$ cat src/verilog/ict_pkg.sv
// Purpose: Shared constants and types for the instruction cycle timing block.
// Assumes: One 40 MHz clock, synchronous active-high reset.
// Notes:   All clock counts are processor clocks, one per clk_i cycle with ce_i high.
package ict_pkg;

    // ****************************************
    // Operation and operand form codes
    // ****************************************
    typedef enum logic [3:0]
    {
        ICT_OP_STORE_STR,
        ICT_OP_STORE_REP,
        ICT_OP_SUB_RR,
        ICT_OP_SUB_RM,
        ICT_OP_SUB_MR,
        ICT_OP_SUB_AI,
        ICT_OP_SUB_RI,
        ICT_OP_SUB_MI,
        ICT_OP_TEST_MI,
        ICT_OP_WAIT,
        ICT_OP_SWAP_AR,
        ICT_OP_SWAP_RR,
        ICT_OP_SWAP_MR
    } ict_op_t;

    // ****************************************
    // Request and result carriers
    // ****************************************
    typedef struct packed
    {
        ict_op_t     op;
        logic        enhanced;
        logic        byte_bus;
        logic        word;
        logic        odd_addr;
        logic [4:0]  address_calc_time;
        logic [15:0] reps;
        logic [15:0] dst;
        logic [15:0] src;
    } ict_req_t;

    typedef struct packed
    {
        logic [15:0] value;
        logic        of;
        logic        sf;
        logic        zf;
        logic        pf;
        logic        cf;
        logic        store;
    } ict_res_t;

    // ****************************************
    // Clock counts
    // ****************************************
    localparam logic [7:0] ICT_T_WORD_PEN   = 8'h04;
    localparam logic [7:0] ICT_T_STR        = 8'h0B;
    localparam logic [7:0] ICT_T_STR_E      = 8'h0A;
    localparam logic [7:0] ICT_T_STR_REP    = 8'h09;
    localparam logic [7:0] ICT_T_STR_REP_E  = 8'h06;
    localparam logic [7:0] ICT_T_STR_PER    = 8'h0A;
    localparam logic [7:0] ICT_T_STR_PER_E  = 8'h09;
    localparam logic [7:0] ICT_T_SUB_RR     = 8'h03;
    localparam logic [7:0] ICT_T_SUB_RM     = 8'h09;
    localparam logic [7:0] ICT_T_SUB_RM_E   = 8'h0A;
    localparam logic [7:0] ICT_T_SUB_MR     = 8'h10;
    localparam logic [7:0] ICT_T_SUB_MR_E   = 8'h0A;
    localparam logic [7:0] ICT_T_SUB_AI     = 8'h04;
    localparam logic [7:0] ICT_T_SUB_AI_E   = 8'h03;
    localparam logic [7:0] ICT_T_SUB_RI     = 8'h04;
    localparam logic [7:0] ICT_T_SUB_MI     = 8'h11;
    localparam logic [7:0] ICT_T_SUB_MI_E   = 8'h10;
    localparam logic [7:0] ICT_T_TEST_MI    = 8'h0B;
    localparam logic [7:0] ICT_T_TEST_MI_E  = 8'h0A;
    localparam logic [7:0] ICT_T_WAIT       = 8'h04;
    localparam logic [7:0] ICT_T_WAIT_POLL  = 8'h05;
    localparam logic [7:0] ICT_T_WAIT_POLL_E = 8'h06;
    localparam logic [7:0] ICT_T_SWAP_AR    = 8'h03;
    localparam logic [7:0] ICT_T_SWAP_RR    = 8'h04;
    localparam logic [7:0] ICT_T_SWAP_MR    = 8'h11;

endpackage : ict_pkg

$ cat src/verilog/ict_alu.sv
// Purpose: Subtract and logical test datapath with flag results.
// Assumes: Purely combinational; word selects 16-bit or 8-bit width.
// Notes:   Auxiliary carry is not produced for either the subtract or the logical test.
module ict_alu
    import ict_pkg::*;
(
    input  wire logic [15:0] dst_i,
    input  wire logic [15:0] src_i,
    input  wire logic        word_i,
    input  wire logic        is_test_i,
    output ict_res_t         res_o
);

    wire logic [16:0] diff;
    wire logic [15:0] conj;
    wire logic [15:0] val;
    wire logic        sgn;
    wire logic        bor;
    wire logic        ovf;
    wire logic        zer;

    assign diff = {1'b0, dst_i} - {1'b0, src_i};
    assign conj = dst_i & src_i;
    assign val  = is_test_i ? conj : diff[15:0];
    assign sgn  = word_i ? val[15] : val[7];
    assign zer  = word_i ? (val == 16'h0000) : (val[7:0] == 8'h00);
    assign bor  = word_i ? diff[16] : (dst_i[7:0] < src_i[7:0]);
    assign ovf  = word_i ? ((dst_i[15] ^ src_i[15]) & (dst_i[15] ^ val[15]))
                         : ((dst_i[7] ^ src_i[7]) & (dst_i[7] ^ val[7]));

    assign res_o = '{value: val,
                     of:    (is_test_i ? 1'b0 : ovf),
                     sf:    sgn,
                     zf:    zer,
                     pf:    ~^val[7:0],
                     cf:    (is_test_i ? 1'b0 : bor),
                     store: ~is_test_i};

endmodule : ict_alu

$ cat src/verilog/ict_core.sv
// Purpose: Counts out execution clocks for a set of instructions and runs their datapath.
// Assumes: One request at a time; address_calc_time is given by the caller.
// Notes:   busy_o holds for exactly the computed number of clocks, except WAIT, which adds poll periods until test_pin_i is high.

module ict_core
    import ict_pkg::*;
#(
    parameter int CNT_W = 24
)
(
    input  wire logic     clk_i,
    input  wire logic     rst_i,
    input  wire logic     ce_i,
    input  wire logic     start_i,
    input  ict_req_t      req_i,
    input  wire logic     test_pin_i,
    output logic          busy_o,
    output logic          done_o,
    output ict_res_t      res_o
);

    // Repeated store of 65535 words needs 20 counter bits.
    if (CNT_W < 20)
    begin : g_cnt_w_check
        $error("CNT_W too small for clock counts");
    end

    typedef enum logic [1:0]
    {
        ICT_IDLE,
        ICT_RUN,
        ICT_POLL
    } ict_state_t;

    // ****************************************
    // Timing decode
    // ****************************************
    function automatic logic [7:0] pick(input logic enh, input logic [7:0] a, input logic [7:0] b);
        pick = enh ? b : a;
    endfunction : pick

    ict_state_t       state_reg;
    ict_state_t       state_next;
    logic [CNT_W-1:0] cnt_reg;
    logic [CNT_W-1:0] cnt_next;
    logic [7:0]       poll_reg;
    logic             busy_reg;
    logic             done_reg;
    ict_res_t         res_reg;

    logic [7:0]            base_t;
    wire logic             uses_ea;
    logic [1:0]            xfers;
    wire logic             pen_each;
    wire logic [CNT_W-1:0] rep_t;
    wire logic [CNT_W-1:0] total_t;
    wire logic [7:0]       poll_t;
    wire ict_res_t         alu_res;
    wire logic             is_test;

    always_comb
    begin
        case (req_i.op)
            ICT_OP_STORE_STR: base_t = pick(req_i.enhanced, ICT_T_STR, ICT_T_STR_E);
            ICT_OP_STORE_REP: base_t = pick(req_i.enhanced, ICT_T_STR_REP, ICT_T_STR_REP_E);
            ICT_OP_SUB_RR:    base_t = ICT_T_SUB_RR;
            ICT_OP_SUB_RM:    base_t = pick(req_i.enhanced, ICT_T_SUB_RM, ICT_T_SUB_RM_E);
            ICT_OP_SUB_MR:    base_t = pick(req_i.enhanced, ICT_T_SUB_MR, ICT_T_SUB_MR_E);
            ICT_OP_SUB_AI:    base_t = pick(req_i.enhanced, ICT_T_SUB_AI, ICT_T_SUB_AI_E);
            ICT_OP_SUB_RI:    base_t = ICT_T_SUB_RI;
            ICT_OP_SUB_MI:    base_t = pick(req_i.enhanced, ICT_T_SUB_MI, ICT_T_SUB_MI_E);
            ICT_OP_TEST_MI:   base_t = pick(req_i.enhanced, ICT_T_TEST_MI, ICT_T_TEST_MI_E);
            ICT_OP_WAIT:      base_t = ICT_T_WAIT;
            ICT_OP_SWAP_AR:   base_t = ICT_T_SWAP_AR;
            ICT_OP_SWAP_RR:   base_t = ICT_T_SWAP_RR;
            ICT_OP_SWAP_MR:   base_t = ICT_T_SWAP_MR;
            default:          base_t = ICT_T_SUB_RR;
        endcase
    end

    always_comb
    begin
        case (req_i.op)
            ICT_OP_STORE_STR: xfers = 2'h1;
            ICT_OP_STORE_REP: xfers = 2'h1;
            ICT_OP_SUB_RM:    xfers = 2'h1;
            ICT_OP_SUB_MR:    xfers = 2'h2;
            ICT_OP_SUB_MI:    xfers = 2'h2;
            ICT_OP_SWAP_MR:   xfers = 2'h2;
            default:          xfers = 2'h0;
        endcase
    end

    assign uses_ea = (req_i.op == ICT_OP_SUB_RM) || (req_i.op == ICT_OP_SUB_MR) ||
                     (req_i.op == ICT_OP_SUB_MI) || (req_i.op == ICT_OP_TEST_MI) ||
                     (req_i.op == ICT_OP_SWAP_MR);

    assign pen_each = req_i.word & (req_i.byte_bus | req_i.odd_addr);

    assign rep_t = (req_i.op == ICT_OP_STORE_REP)
                 ? CNT_W'(req_i.reps) * CNT_W'(pick(req_i.enhanced, ICT_T_STR_PER, ICT_T_STR_PER_E)
                                             + (pen_each ? ICT_T_WORD_PEN : 8'h00))
                 : '0;

    assign total_t = CNT_W'(base_t)
                   + (uses_ea ? CNT_W'(req_i.address_calc_time) : '0)
                   + ((pen_each && req_i.op != ICT_OP_STORE_REP) ? CNT_W'(xfers) * CNT_W'(ICT_T_WORD_PEN) : '0)
                   + rep_t;

    assign poll_t = pick(req_i.enhanced, ICT_T_WAIT_POLL, ICT_T_WAIT_POLL_E);

    assign is_test = (req_i.op == ICT_OP_TEST_MI);

    ict_alu u_alu
    (
        .dst_i     (req_i.dst),
        .src_i     (req_i.src),
        .word_i    (req_i.word),
        .is_test_i (is_test),
        .res_o     (alu_res)
    );

    // ****************************************
    // Sequencer
    // ****************************************
    always_comb
    begin
        state_next = state_reg;
        cnt_next   = cnt_reg;
        case (state_reg)
            ICT_IDLE:
            begin
                if (start_i)
                begin
                    state_next = (req_i.op == ICT_OP_WAIT) ? ICT_POLL : ICT_RUN;
                    cnt_next   = total_t - CNT_W'(1);
                end
            end
            ICT_RUN:
            begin
                cnt_next = cnt_reg - CNT_W'(1);
                if (cnt_reg == '0)
                begin
                    state_next = ICT_IDLE;
                end
            end
            ICT_POLL:
            begin
                if (cnt_reg != '0)
                begin
                    cnt_next = cnt_reg - CNT_W'(1);
                end
                else if (test_pin_i)
                begin
                    state_next = ICT_IDLE;
                end
                else
                begin
                    cnt_next = CNT_W'(poll_reg) - CNT_W'(1);
                end
            end
            default: state_next = ICT_IDLE;
        endcase
    end

    always_ff @(posedge clk_i)
    begin
        if (rst_i)
        begin
            state_reg <= ICT_IDLE;
            cnt_reg   <= '0;
            poll_reg  <= 8'h00;
            busy_reg  <= 1'b0;
            done_reg  <= 1'b0;
            res_reg   <= '0;
        end
        else if (ce_i)
        begin
            state_reg <= state_next;
            cnt_reg   <= cnt_next;
            busy_reg  <= (state_next != ICT_IDLE);
            done_reg  <= (state_reg != ICT_IDLE) && (state_next == ICT_IDLE);
            if (state_reg == ICT_IDLE && start_i)
            begin
                poll_reg <= poll_t;
                res_reg  <= alu_res;
            end
        end
    end

    assign busy_o = busy_reg;
    assign done_o = done_reg;
    assign res_o  = res_reg;

endmodule : ict_core

$ cat config.mk
export PLATFORM = sky130hd
export DESIGN_NAME = ict_core
export DESIGN_NICKNAME = d
export VERILOG_FILES = /design/src/verilog/ict_pkg.sv /design/src/verilog/ict_alu.sv /design/src/verilog/ict_core.sv
export SDC_FILE = /design/constraint.sdc
export NUM_CORES = 1
export LEC_CHECK = 0
export BUFFER_PORTS_ARGS = -buffer_cell sky130_fd_sc_hd__buf_2
export CAP_MARGIN = 20
export CORE_MARGIN = 2
export CORE_UTILIZATION = 56
export CTS_BUF_LIST = sky130_fd_sc_hd__clkbuf_4 sky130_fd_sc_hd__clkbuf_8
export DETAILED_ROUTE_END_ITERATION = 6
export PLACE_DENSITY = 0.86
export REMOVE_ABC_BUFFERS = 1
export SYNTH_ARGS = -nofsm -noshare
export SYNTH_HDL_FRONTEND = slang
export SYNTH_SLANG_ARGS = --single-unit
$ cat constraint.sdc
create_clock -name clk_i -period 5.8 [get_ports clk_i]
set_clock_uncertainty 0.05 [all_clocks]
set_input_delay 0.29 -clock clk_i [delete_from_list [all_inputs] [get_ports clk_i]]
set_output_delay 0.29 -clock clk_i [all_outputs]
set_load 0.005 [all_outputs]
Yosys cells after proc, flatten, opt, wreduce, memory -nomap -nowiden --
Cells that the tools add are included.
Storage, ports and cells: register bits after elaboration 58, output and inout port bits 24, logic and storage cells 102
Operators by class: $add $sub $neg 8, $mul 1, $lt $le $gt $ge 1, eq/ne operators 15, mux-type cells 31, bitwise operators 10, reductions and logical operators 24
Operators by type and width (number):
- $mux W24 | 3
- $pmux W24 S3 | 1
- $pmux W5 S8 | 1
- $logic_not A24 Y1 | 1
- $reduce_bool A24 Y1 | 1
- $sub A24 B1 Y24 const B | 1
- $sub A22 B1 Y23 const B | 1
- $add A10 B21 Y22 | 1
- $mul A16 B5 Y21 | 1
- $mux W21 | 1
- $sub A16 B16 Y17 | 1
- $and A16 B16 Y16 | 1
- $eq A4 B3 Y1 const B | 4
- $eq A4 B4 Y1 const B | 4
- $logic_not A16 Y1 | 1
- $mux W16 | 1
- $mux W2 | 8
- $add A9 B4 Y10 | 1
- $mux W5 | 2
- $add A8 B5 Y9 | 1
- $reduce_or A3 Y1 | 3
- $sub A8 B1 Y9 const B | 1
- $logic_not A8 Y1 | 1
- $lt A8 B8 Y1 | 1
- other kinds (27) | 48

Depth between registers and ports, before layout --
Gate-level depths: netlist of the first run.
depth after elaboration 12, gate-level depth with buffers 28

Hierarchy --
A second synthesis of the first run with hierarchy kept.
Unflattened totals: cell total of the unflattened synthesis 1126, area, all modules 8476.9 um^2
By module, submodules not included:
- ict_core | times used 1, cells an instance 922, area an instance 6975.4 um^2, seq. area each 1061.0 um^2
- ict_alu | times used 1, cells an instance 204, area an instance 1501.4 um^2, seq. area each 0.0 um^2

Worst setup path before layout of the first run --
No wires, ideal clock.
kind input to register, start input port req_i[54] (netlist name), end register cnt_reg[22], setup time 0.136 ns, data arrival time 6.222 ns, required time 5.614 ns, setup slack -0.608 ns, stages 27, path buffers 1, cells stage by stage inv_1 -> nor2_1 -> clkbuf_1 -> and2_1 -> ha_1 -> fa_1 -> inv_1 -> fa_1 -> inv_1 -> ha_1 -> nand2_1 -> o311a_1 -> a2111oi_2 -> o211ai_1 -> a21oi_1 -> o21ai_0 -> and3_1 -> o21ai_1 -> ha_1 -> ha_1 -> ha_1 -> a21oi_1 -> nor2b_1 -> o21a_1 -> a211oi_1 -> mux2i_1 -> a31oi_1
On the way: longest elaborated chain between the ends 9, elaborated cells between the ends (all ways) 12
Ends and longest elaborated chain:
- from (decl) | RTL line ict_core.sv:15 | input ict_req_t req_i,
- $and A1 B1 Y1 * | RTL line ict_core.sv:98 | assign pen_each = req_i.word & (req_i.byte_bus | req_i.odd_addr);
- $mux W3 | RTL line ict_core.sv:102 | + (pen_each ? ICT_T_WORD_PEN : 8'h00))
- $add A4 B3 Y5 | RTL line ict_core.sv:102
- $mul A16 B5 Y21 | RTL line ict_core.sv:101 | ? CNT_W'(req_i.reps) * CNT_W'(pick(req_i.enhanced, ICT_T_STR_PER, ICT_T_STR_PER_E)
- $mux W21 | RTL line ict_core.sv:101
- $add A10 B21 Y22 * | RTL line ict_core.sv:108 | + rep_t;
- $sub A22 B1 Y23 * | RTL line ict_core.sv:136 | cnt_next = total_t - CNT_W'(1);
- $mux W24 * | RTL line ict_core.sv:133 | if (start_i)
- $pmux W24 S3 * | RTL line ict_core.sv:130 | case (state_reg)
- to (signal assigned) | RTL line ict_core.sv:180 | cnt_reg <= cnt_next;
- to (decl) | RTL line ict_core.sv:44 | logic [CNT_W-1:0] cnt_reg;
Every way passes the cells marked *; elsewhere a longest branch is shown, timed or not. The select of a mux whose other input is x is not followed. A chain may end at the register's enable or synchronous reset.

Final worst setup path of the first run --
start input port req_i[53] (netlist name), end register cnt_reg[9]
On the way: longest elaborated chain between the ends 10, elaborated cells between the ends (all ways) 13
Ends and longest elaborated chain (RTL line):
- $or A1 B1 Y1 * | ict_core.sv:98
- $and A1 B1 Y1 * | ict_core.sv:98
- $mux W3 | ict_core.sv:102
- $add A4 B3 Y5 | ict_core.sv:102
- $mul A16 B5 Y21 | ict_core.sv:101
- $mux W21 | ict_core.sv:101
- $add A10 B21 Y22 * | ict_core.sv:108
- $sub A22 B1 Y23 * | ict_core.sv:136
- $mux W24 * | ict_core.sv:133
- $pmux W24 S3 * | ict_core.sv:130
Marks and branches as above.

==> results of run 1 <==
[cell usage after synthesis, drive strengths merged (3+ instances only)]
master / instances / area, sq um
a211oi: 15 / 118
a21o: 15 / 113
a21oi: 93 / 469
a221oi: 3 / 26.3
a22oi: 3 / 22.5
a31oi: 8 / 50.1
a32oi: 3 / 26.3
and2: 26 / 163
and3: 7 / 43.8
buf: 8 / 52.5
clkbuf: 29 / 109
dfxtp: 53 / 1060
fa: 36 / 721
ha: 139 / 1740
inv: 127 / 477
mux2i: 8 / 80.1
nand2: 92 / 345
nand2b: 13 / 81.3
nand3: 22 / 115
nand4: 6 / 37.5
nor2: 77 / 289
nor2b: 24 / 150
nor3: 28 / 150
nor4: 7 / 56.3
o211ai: 14 / 119
o21a: 13 / 97.6
o21ai: 63 / 315
o21bai: 5 / 37.5
o221ai: 5 / 43.8
o22ai: 7 / 43.8
o31ai: 5 / 37.5
o32ai: 3 / 26.3
or2: 3 / 18.8
or3: 11 / 78.8
or4: 3 / 30.0
xnor2: 42 / 368
xor2: 23 / 201
[cell usage in the layout (no fill, tap or decap), types with 6 or more instances in the layout]
cell and instances:
buf_4 123, inv_1 114, ha_1 96, buf_2 86
nand2_1 85, nor2_1 72, a21oi_1 71, dfxtp_1 53
o21ai_0 50, ha_4 40, xnor2_1 37, fa_1 33
nor2b_1 24, nor3_1 24, and2_1 21, xor2_1 21
nand3_1 20, a21oi_2 16, a21o_1 15, o21a_1 13
o211ai_1 13, a211oi_1 13, inv_2 12, nand2b_1 12
buf_6 9, or3_1 8, mux2i_1 8, o21ai_2 7
o22ai_1 7, a21oi_4 6, a31oi_1 6, nand4_1 6
clkbuf_8 6
[area by class of cell]
| class | instances | area share |
|---|---|---|
| multi-input combinational | 858 | 0.693 |
| timing repair buffer | 218 | 0.134 |
| inverter | 127 | 0.0443 |
| clock buffer | 6 | 0.00763 |
| sequential | 53 | 0.0981 |
| clock inverter | 2 | 0.00150 |
| tap | 184 | 0.0213 |
[critical path, cell delays in order]
cell and delay [ns]:
buf_6 0.10, nor2_4 0.24, nor2_4 0.10, buf_6 0.14, and2_4 0.15, ha_4 0.21, ha_4 0.25, inv_1 0.05
fa_1 0.49, inv_2 0.05, fa_2 0.52, nand2_1 0.10, ha_1 0.36, inv_1 0.06, fa_1 0.47, fa_1 0.54
ha_1 0.33, a21oi_2 0.20, o211ai_1 0.23, o41ai_4 0.31, buf_4 0.19, xor2_1 0.13, nor2_1 0.09, or3_1 0.41
a21oi_2 0.15, nor3_1 0.05
[metrics by stage]
step	total power [mW]	std cells	setup slack, ns	cell area (sq um)	setup TNS, ns
floorplan	1.57	1037	-0.647	8090	-2.86
global placement	2.06	1422	-0.724	9610	-8.45
detailed placement	2.13	1422	-1.04	9610	-12.20
CTS	2.50	1442	0.0148	10200	0
global route	3.10	1448	-0.397	10800	-3.95
finish	2.93	1448	-0.300	10800	-2.42
[what timing repair did]
action                     in CTS  in global routing
pin swaps                      65                 79
hold buffers                    0                  0
gates cloned                    1                  0
setup buffers                  13                  6
setup endpoints to repair      16                 14
gates resized for setup        75                 96
[power by group]
group	internal (mW)	total [mW]	leakage [nW]	switching [mW]
Combinational	1.06	2.24	4.58	1.18
Sequential	0.409	0.454	0.435	0.0454
Clock	0.0987	0.234	0.0478	0.136
[layer usage]
layer	track usage	share of wire	vias up	routed length, um
met5	0	0	-	0
met4	0.111	0.072	0	2010
met3	0.0402	0.077	188	2140
met2	0.519	0.49	572	13600
met1	0.332	0.36	4173	10000
li1	-	-	4101	-
[kinds of logic (layout without fill, tap and decap cells)]
kind of cell	Yosys count	in the layout	synth area share
fa+ha+maj	175	175	0.298
mux	9	9	0.0111
buf+inv	164	353	0.0774
flops	53	53	0.129
xor+xnor	65	65	0.0690
simple gates	330	331	0.202
compound gates	277	277	0.213
other cells	1	1	0.000455
[path summary, 6_finish.rpt]
kind | startpoint | end | slack, ns | cells after the start
min | ce_i | done_o | 0.22 | 2
min reg2reg | res_o[2] | res_o[2] | 0.41 | 2
max | req_i[53] | cnt_reg[9] | -0.30 | 26
max reg2reg | cnt_reg[8] | cnt_reg[16] | 3.00 | 8
==> results.cfg, run 1 <==
[routing]
detail_route.wl_per_cell_um = 19.2
vias_per_cell = 6.24
dr.pass1.iters = 6
drtIter0Drc = 917
vias = 9034
drc = 0
drt_wl_total_mm = 27.8
ant_nets = 0

[timing]
final-hold-violation-count = 0
min_period_ns = 6.10
slew_headroom = 0.461
period_share = 1.05
tightestPinTransition_ns = 0.808
drv_slew = 0
finalWorstSetupSlack_ns = -0.300
fmax_mhz = 164
setup_viol = 13
fin_hold_ws_ns = 0.224
rsz0062_at_grt = yes

[run_status]
violations = setup timing
status = complete, but fails checks

[clock_network]
clock_latency_ns = 0.32
cts_inserted_buffers = 5
cts_tree = built
clock-sinks = 53
path_clk_slew_ns = 0.10
htree_levels = 2
cts_root_buffer = clkbuf_8
cts_buffer_depth = 2

[logic_synthesis]
seq_area_frac_synth = 0.129
ys_types = 77
async_flop_share = 0
ys.flop_type = dfxtp_1
synthCells = 1074
yosysWarnings = 0
synth_edf_count = 0
ys_ff_latch = 53
avgSynthCellArea_sq_um = 7.68
syn-cell-area_sq_um = 8250

[layout]
multi_input_area_sq_um = 7490
largest_reg_flops = 24
nets = 1504
num_antenna_cells = 0
area_growth_pct = 31.2
drive_gt1_frac = 0.299
fin_util = 0.747
seq_area_sq_um = 1060
fillers = 891

[power_and_ir_drop]
leakage_nw = 5.06
powerDensity_nw_per_um2 = 270
vdd_ir_drop_max_mv = 0.142

[floorplan]
dieArea_sq_um = 15700
die_x_um = 125
start_util = 0.570
rows = 44
die_h_um = 125
core_area_sq_um = 14500
io_pins = 90

[global_routing]
overflow = 0
grt_pass1_vias = 8435
grtUsageTotal = 0.283
grt_pass1_wl_mm = 38.2
grt_max_degree = 39
grt_antenna_before_repair = 0

[critical_path]
crit_path_max_fanout = 5
critPathLaunchType = primary input
cp-end-kind = flip-flop
crit_arrival_ns = 6.22
criticalPathCategory = primary input to flip-flop
crit_required_ns = 5.92

[placement]
port-buffer-count = 89
dp_hpwl_mm = 16.4
gp_congestion = 0.950

[worst_hold_path]
hp-class = primary input to flip-flop

[job]
cap_violations = 0
(Power assumes the default switching activity.)
==> run 2, diff against run 1 <==
HOLD_SLACK_MARGIN = 0.02   (was default)
PLACE_DENSITY = default   (was 0.86)
PLACE_DENSITY_LB_ADDON = 0.1   (was default)
==> results.cfg, run 2 (synthesis results as in run 1) <==
[run_status]
status = finished, final reports clean

[routing]
dr.pass1.iters = 5
drtIter0Drc = 609
vias = 7989
ant_nets = 0
vias_per_cell = 5.56
detail_route.wl_per_cell_um = 14.6
drt_wl_total_mm = 21.0
drc = 0

[timing]
final-hold-violation-count = 0
rsz0062_at_grt = yes
drv_slew = 0
finalWorstSetupSlack_ns = 0.0763
fmax_mhz = 175
period_share = 0.987
slew_headroom = 0.439
min_period_ns = 5.72
setup_viol = 0
tightestPinTransition_ns = 0.839
fin_hold_ws_ns = 0.193

[floorplan]
dieArea_sq_um = 15700
core_area_sq_um = 14500
start_util = 0.570
io_pins = 90
die_h_um = 125
rows = 44
die_x_um = 125

[global_routing]
grtUsageTotal = 0.248
grt_pass1_wl_mm = 33.4
overflow = 0
grt_antenna_before_repair = 0
grt_max_degree = 39
grt_pass1_vias = 7290

[worst_hold_path]
hp-class = primary input to flip-flop

[clock_network]
cts_root_buffer = clkbuf_8
ctsHoldBuffers = 0
path_clk_slew_ns = 0.12
cts_buffer_depth = 2
clock-sinks = 53
cts_tree = built
clock_latency_ns = 0.35
cts_inserted_buffers = 5
htree_levels = 2

[layout]
seq_area_sq_um = 1060
area_growth_pct = 27.4
stdcell_area_sq_um = 10500
nets = 1492
drive_gt1_frac = 0.268
fillers = 1166
final_cell_mix = inv_1 (116), buf_4 (111), ha_1 (102), nand2_1 (89), buf_2 (87)
final_common_cell = inv_1
largest_reg_flops = 24
multi_input_area_sq_um = 7270
num_antenna_cells = 0

[placement]
dp_hpwl_mm = 15.7
gp_congestion = 0.932
port-buffer-count = 89
pre_cts_ws_ns = -0.712
dpl_cell_area_sq_um = 9590

[power_and_ir_drop]
vdd_ir_drop_max_mv = 0.129
leakage_nw = 4.95
powerDensity_nw_per_um2 = 247
power_mw = 2.60

[critical_path]
cp-end-kind = flip-flop
critPathLaunchType = primary input
criticalPathCategory = primary input to flip-flop
crit_path_max_fanout = 5
crit_required_ns = 5.99
crit_arrival_ns = 5.92

[job]
cap_violations = 0
-- run 2: cell count changes in the layout (fill, tap and decap cells not counted), moves of 6 or more --
cell and change:
a21oi_1 +6, o21ai_0 +6, buf_4 -12, ha_1 +6
-- run 2: routing by layer --
| layer | wire length [um] | track usage | up-vias |
|---|---|---|---|
| met5 | 0 | 0 | - |
| met4 | 169 | 0.0379 | 0 |
| met3 | 655 | 0.0240 | 15 |
| met2 | 10100 | 0.416 | 156 |
| met1 | 10000 | 0.355 | 3743 |
| li1 | - | - | 4075 |
-- run 2: power by group --
part           total (mW)  internal, mW  leakage [nW]  switching (mW)
sequential          0.452         0.409         0.435          0.0431
clock               0.238        0.0877        0.0447           0.150
combinational        1.91         0.946          4.47           0.964
-- run 2: cell type report --
cell class / instances / share of cell area
well taps: 184 / 0.0219
multi-input cells: 857 / 0.692
clock buffers: 5 / 0.00655
clock inverters: 3 / 0.00238
flip-flops and latches: 53 / 0.101
repair buffers: 207 / 0.130
inverters: 127 / 0.0454
-- run 2: worst paths after layout --
check                                  start  slack [ns]           to  cells past startpoint
worst max-delay path               req_i[55]        0.08  cnt_reg[22]                     28
worst min-delay path                    ce_i        0.19       done_o                      2
worst max register to register  state_reg[1]        2.95     res_o[3]                      9
worst min register to register   poll_reg[1]        0.41  poll_reg[1]                      2
-- run 2: critical path, stage by stage --
cell,delay [ns]
buf_6,0.08
nor2_4,0.03
buf_6,0.11
nor2_4,0.19
and2_4,0.19
ha_4,0.19
fa_1,0.53
inv_1,0.05
fa_1,0.50
inv_2,0.05
ha_4,0.26
nand2_2,0.07
o311a_4,0.38
a2111oi_4,0.30
buf_4,0.18
o21ai_0,0.07
and3b_2,0.24
xor2_1,0.16
ha_1,0.32
ha_4,0.23
a21o_1,0.18
a21o_1,0.18
nand2_1,0.08
a21oi_1,0.07
a311o_1,0.37
a211oi_2,0.22
mux2i_1,0.25
a31oi_1,0.10
-- run 2: through the flow --
stage | instances | setup TNS, ns | util
after floorplan | 1037 | -2.86 | -
after global placement | 1419 | -6.04 | 0.662
after detailed placement | 1419 | -7.48 | 0.662
after CTS | 1431 | 0 | 0.688
after global routing | 1436 | -1.07 | 0.726
final | 1436 | 0 | 0.726
-- run 2: what timing repair did --
action | 4_1_cts | 5_1_grt
resized for setup | 41 | 88
buffers inserted | 4 | 6
setup endpoints to repair | 12 | 15
pin swaps | 31 | 71
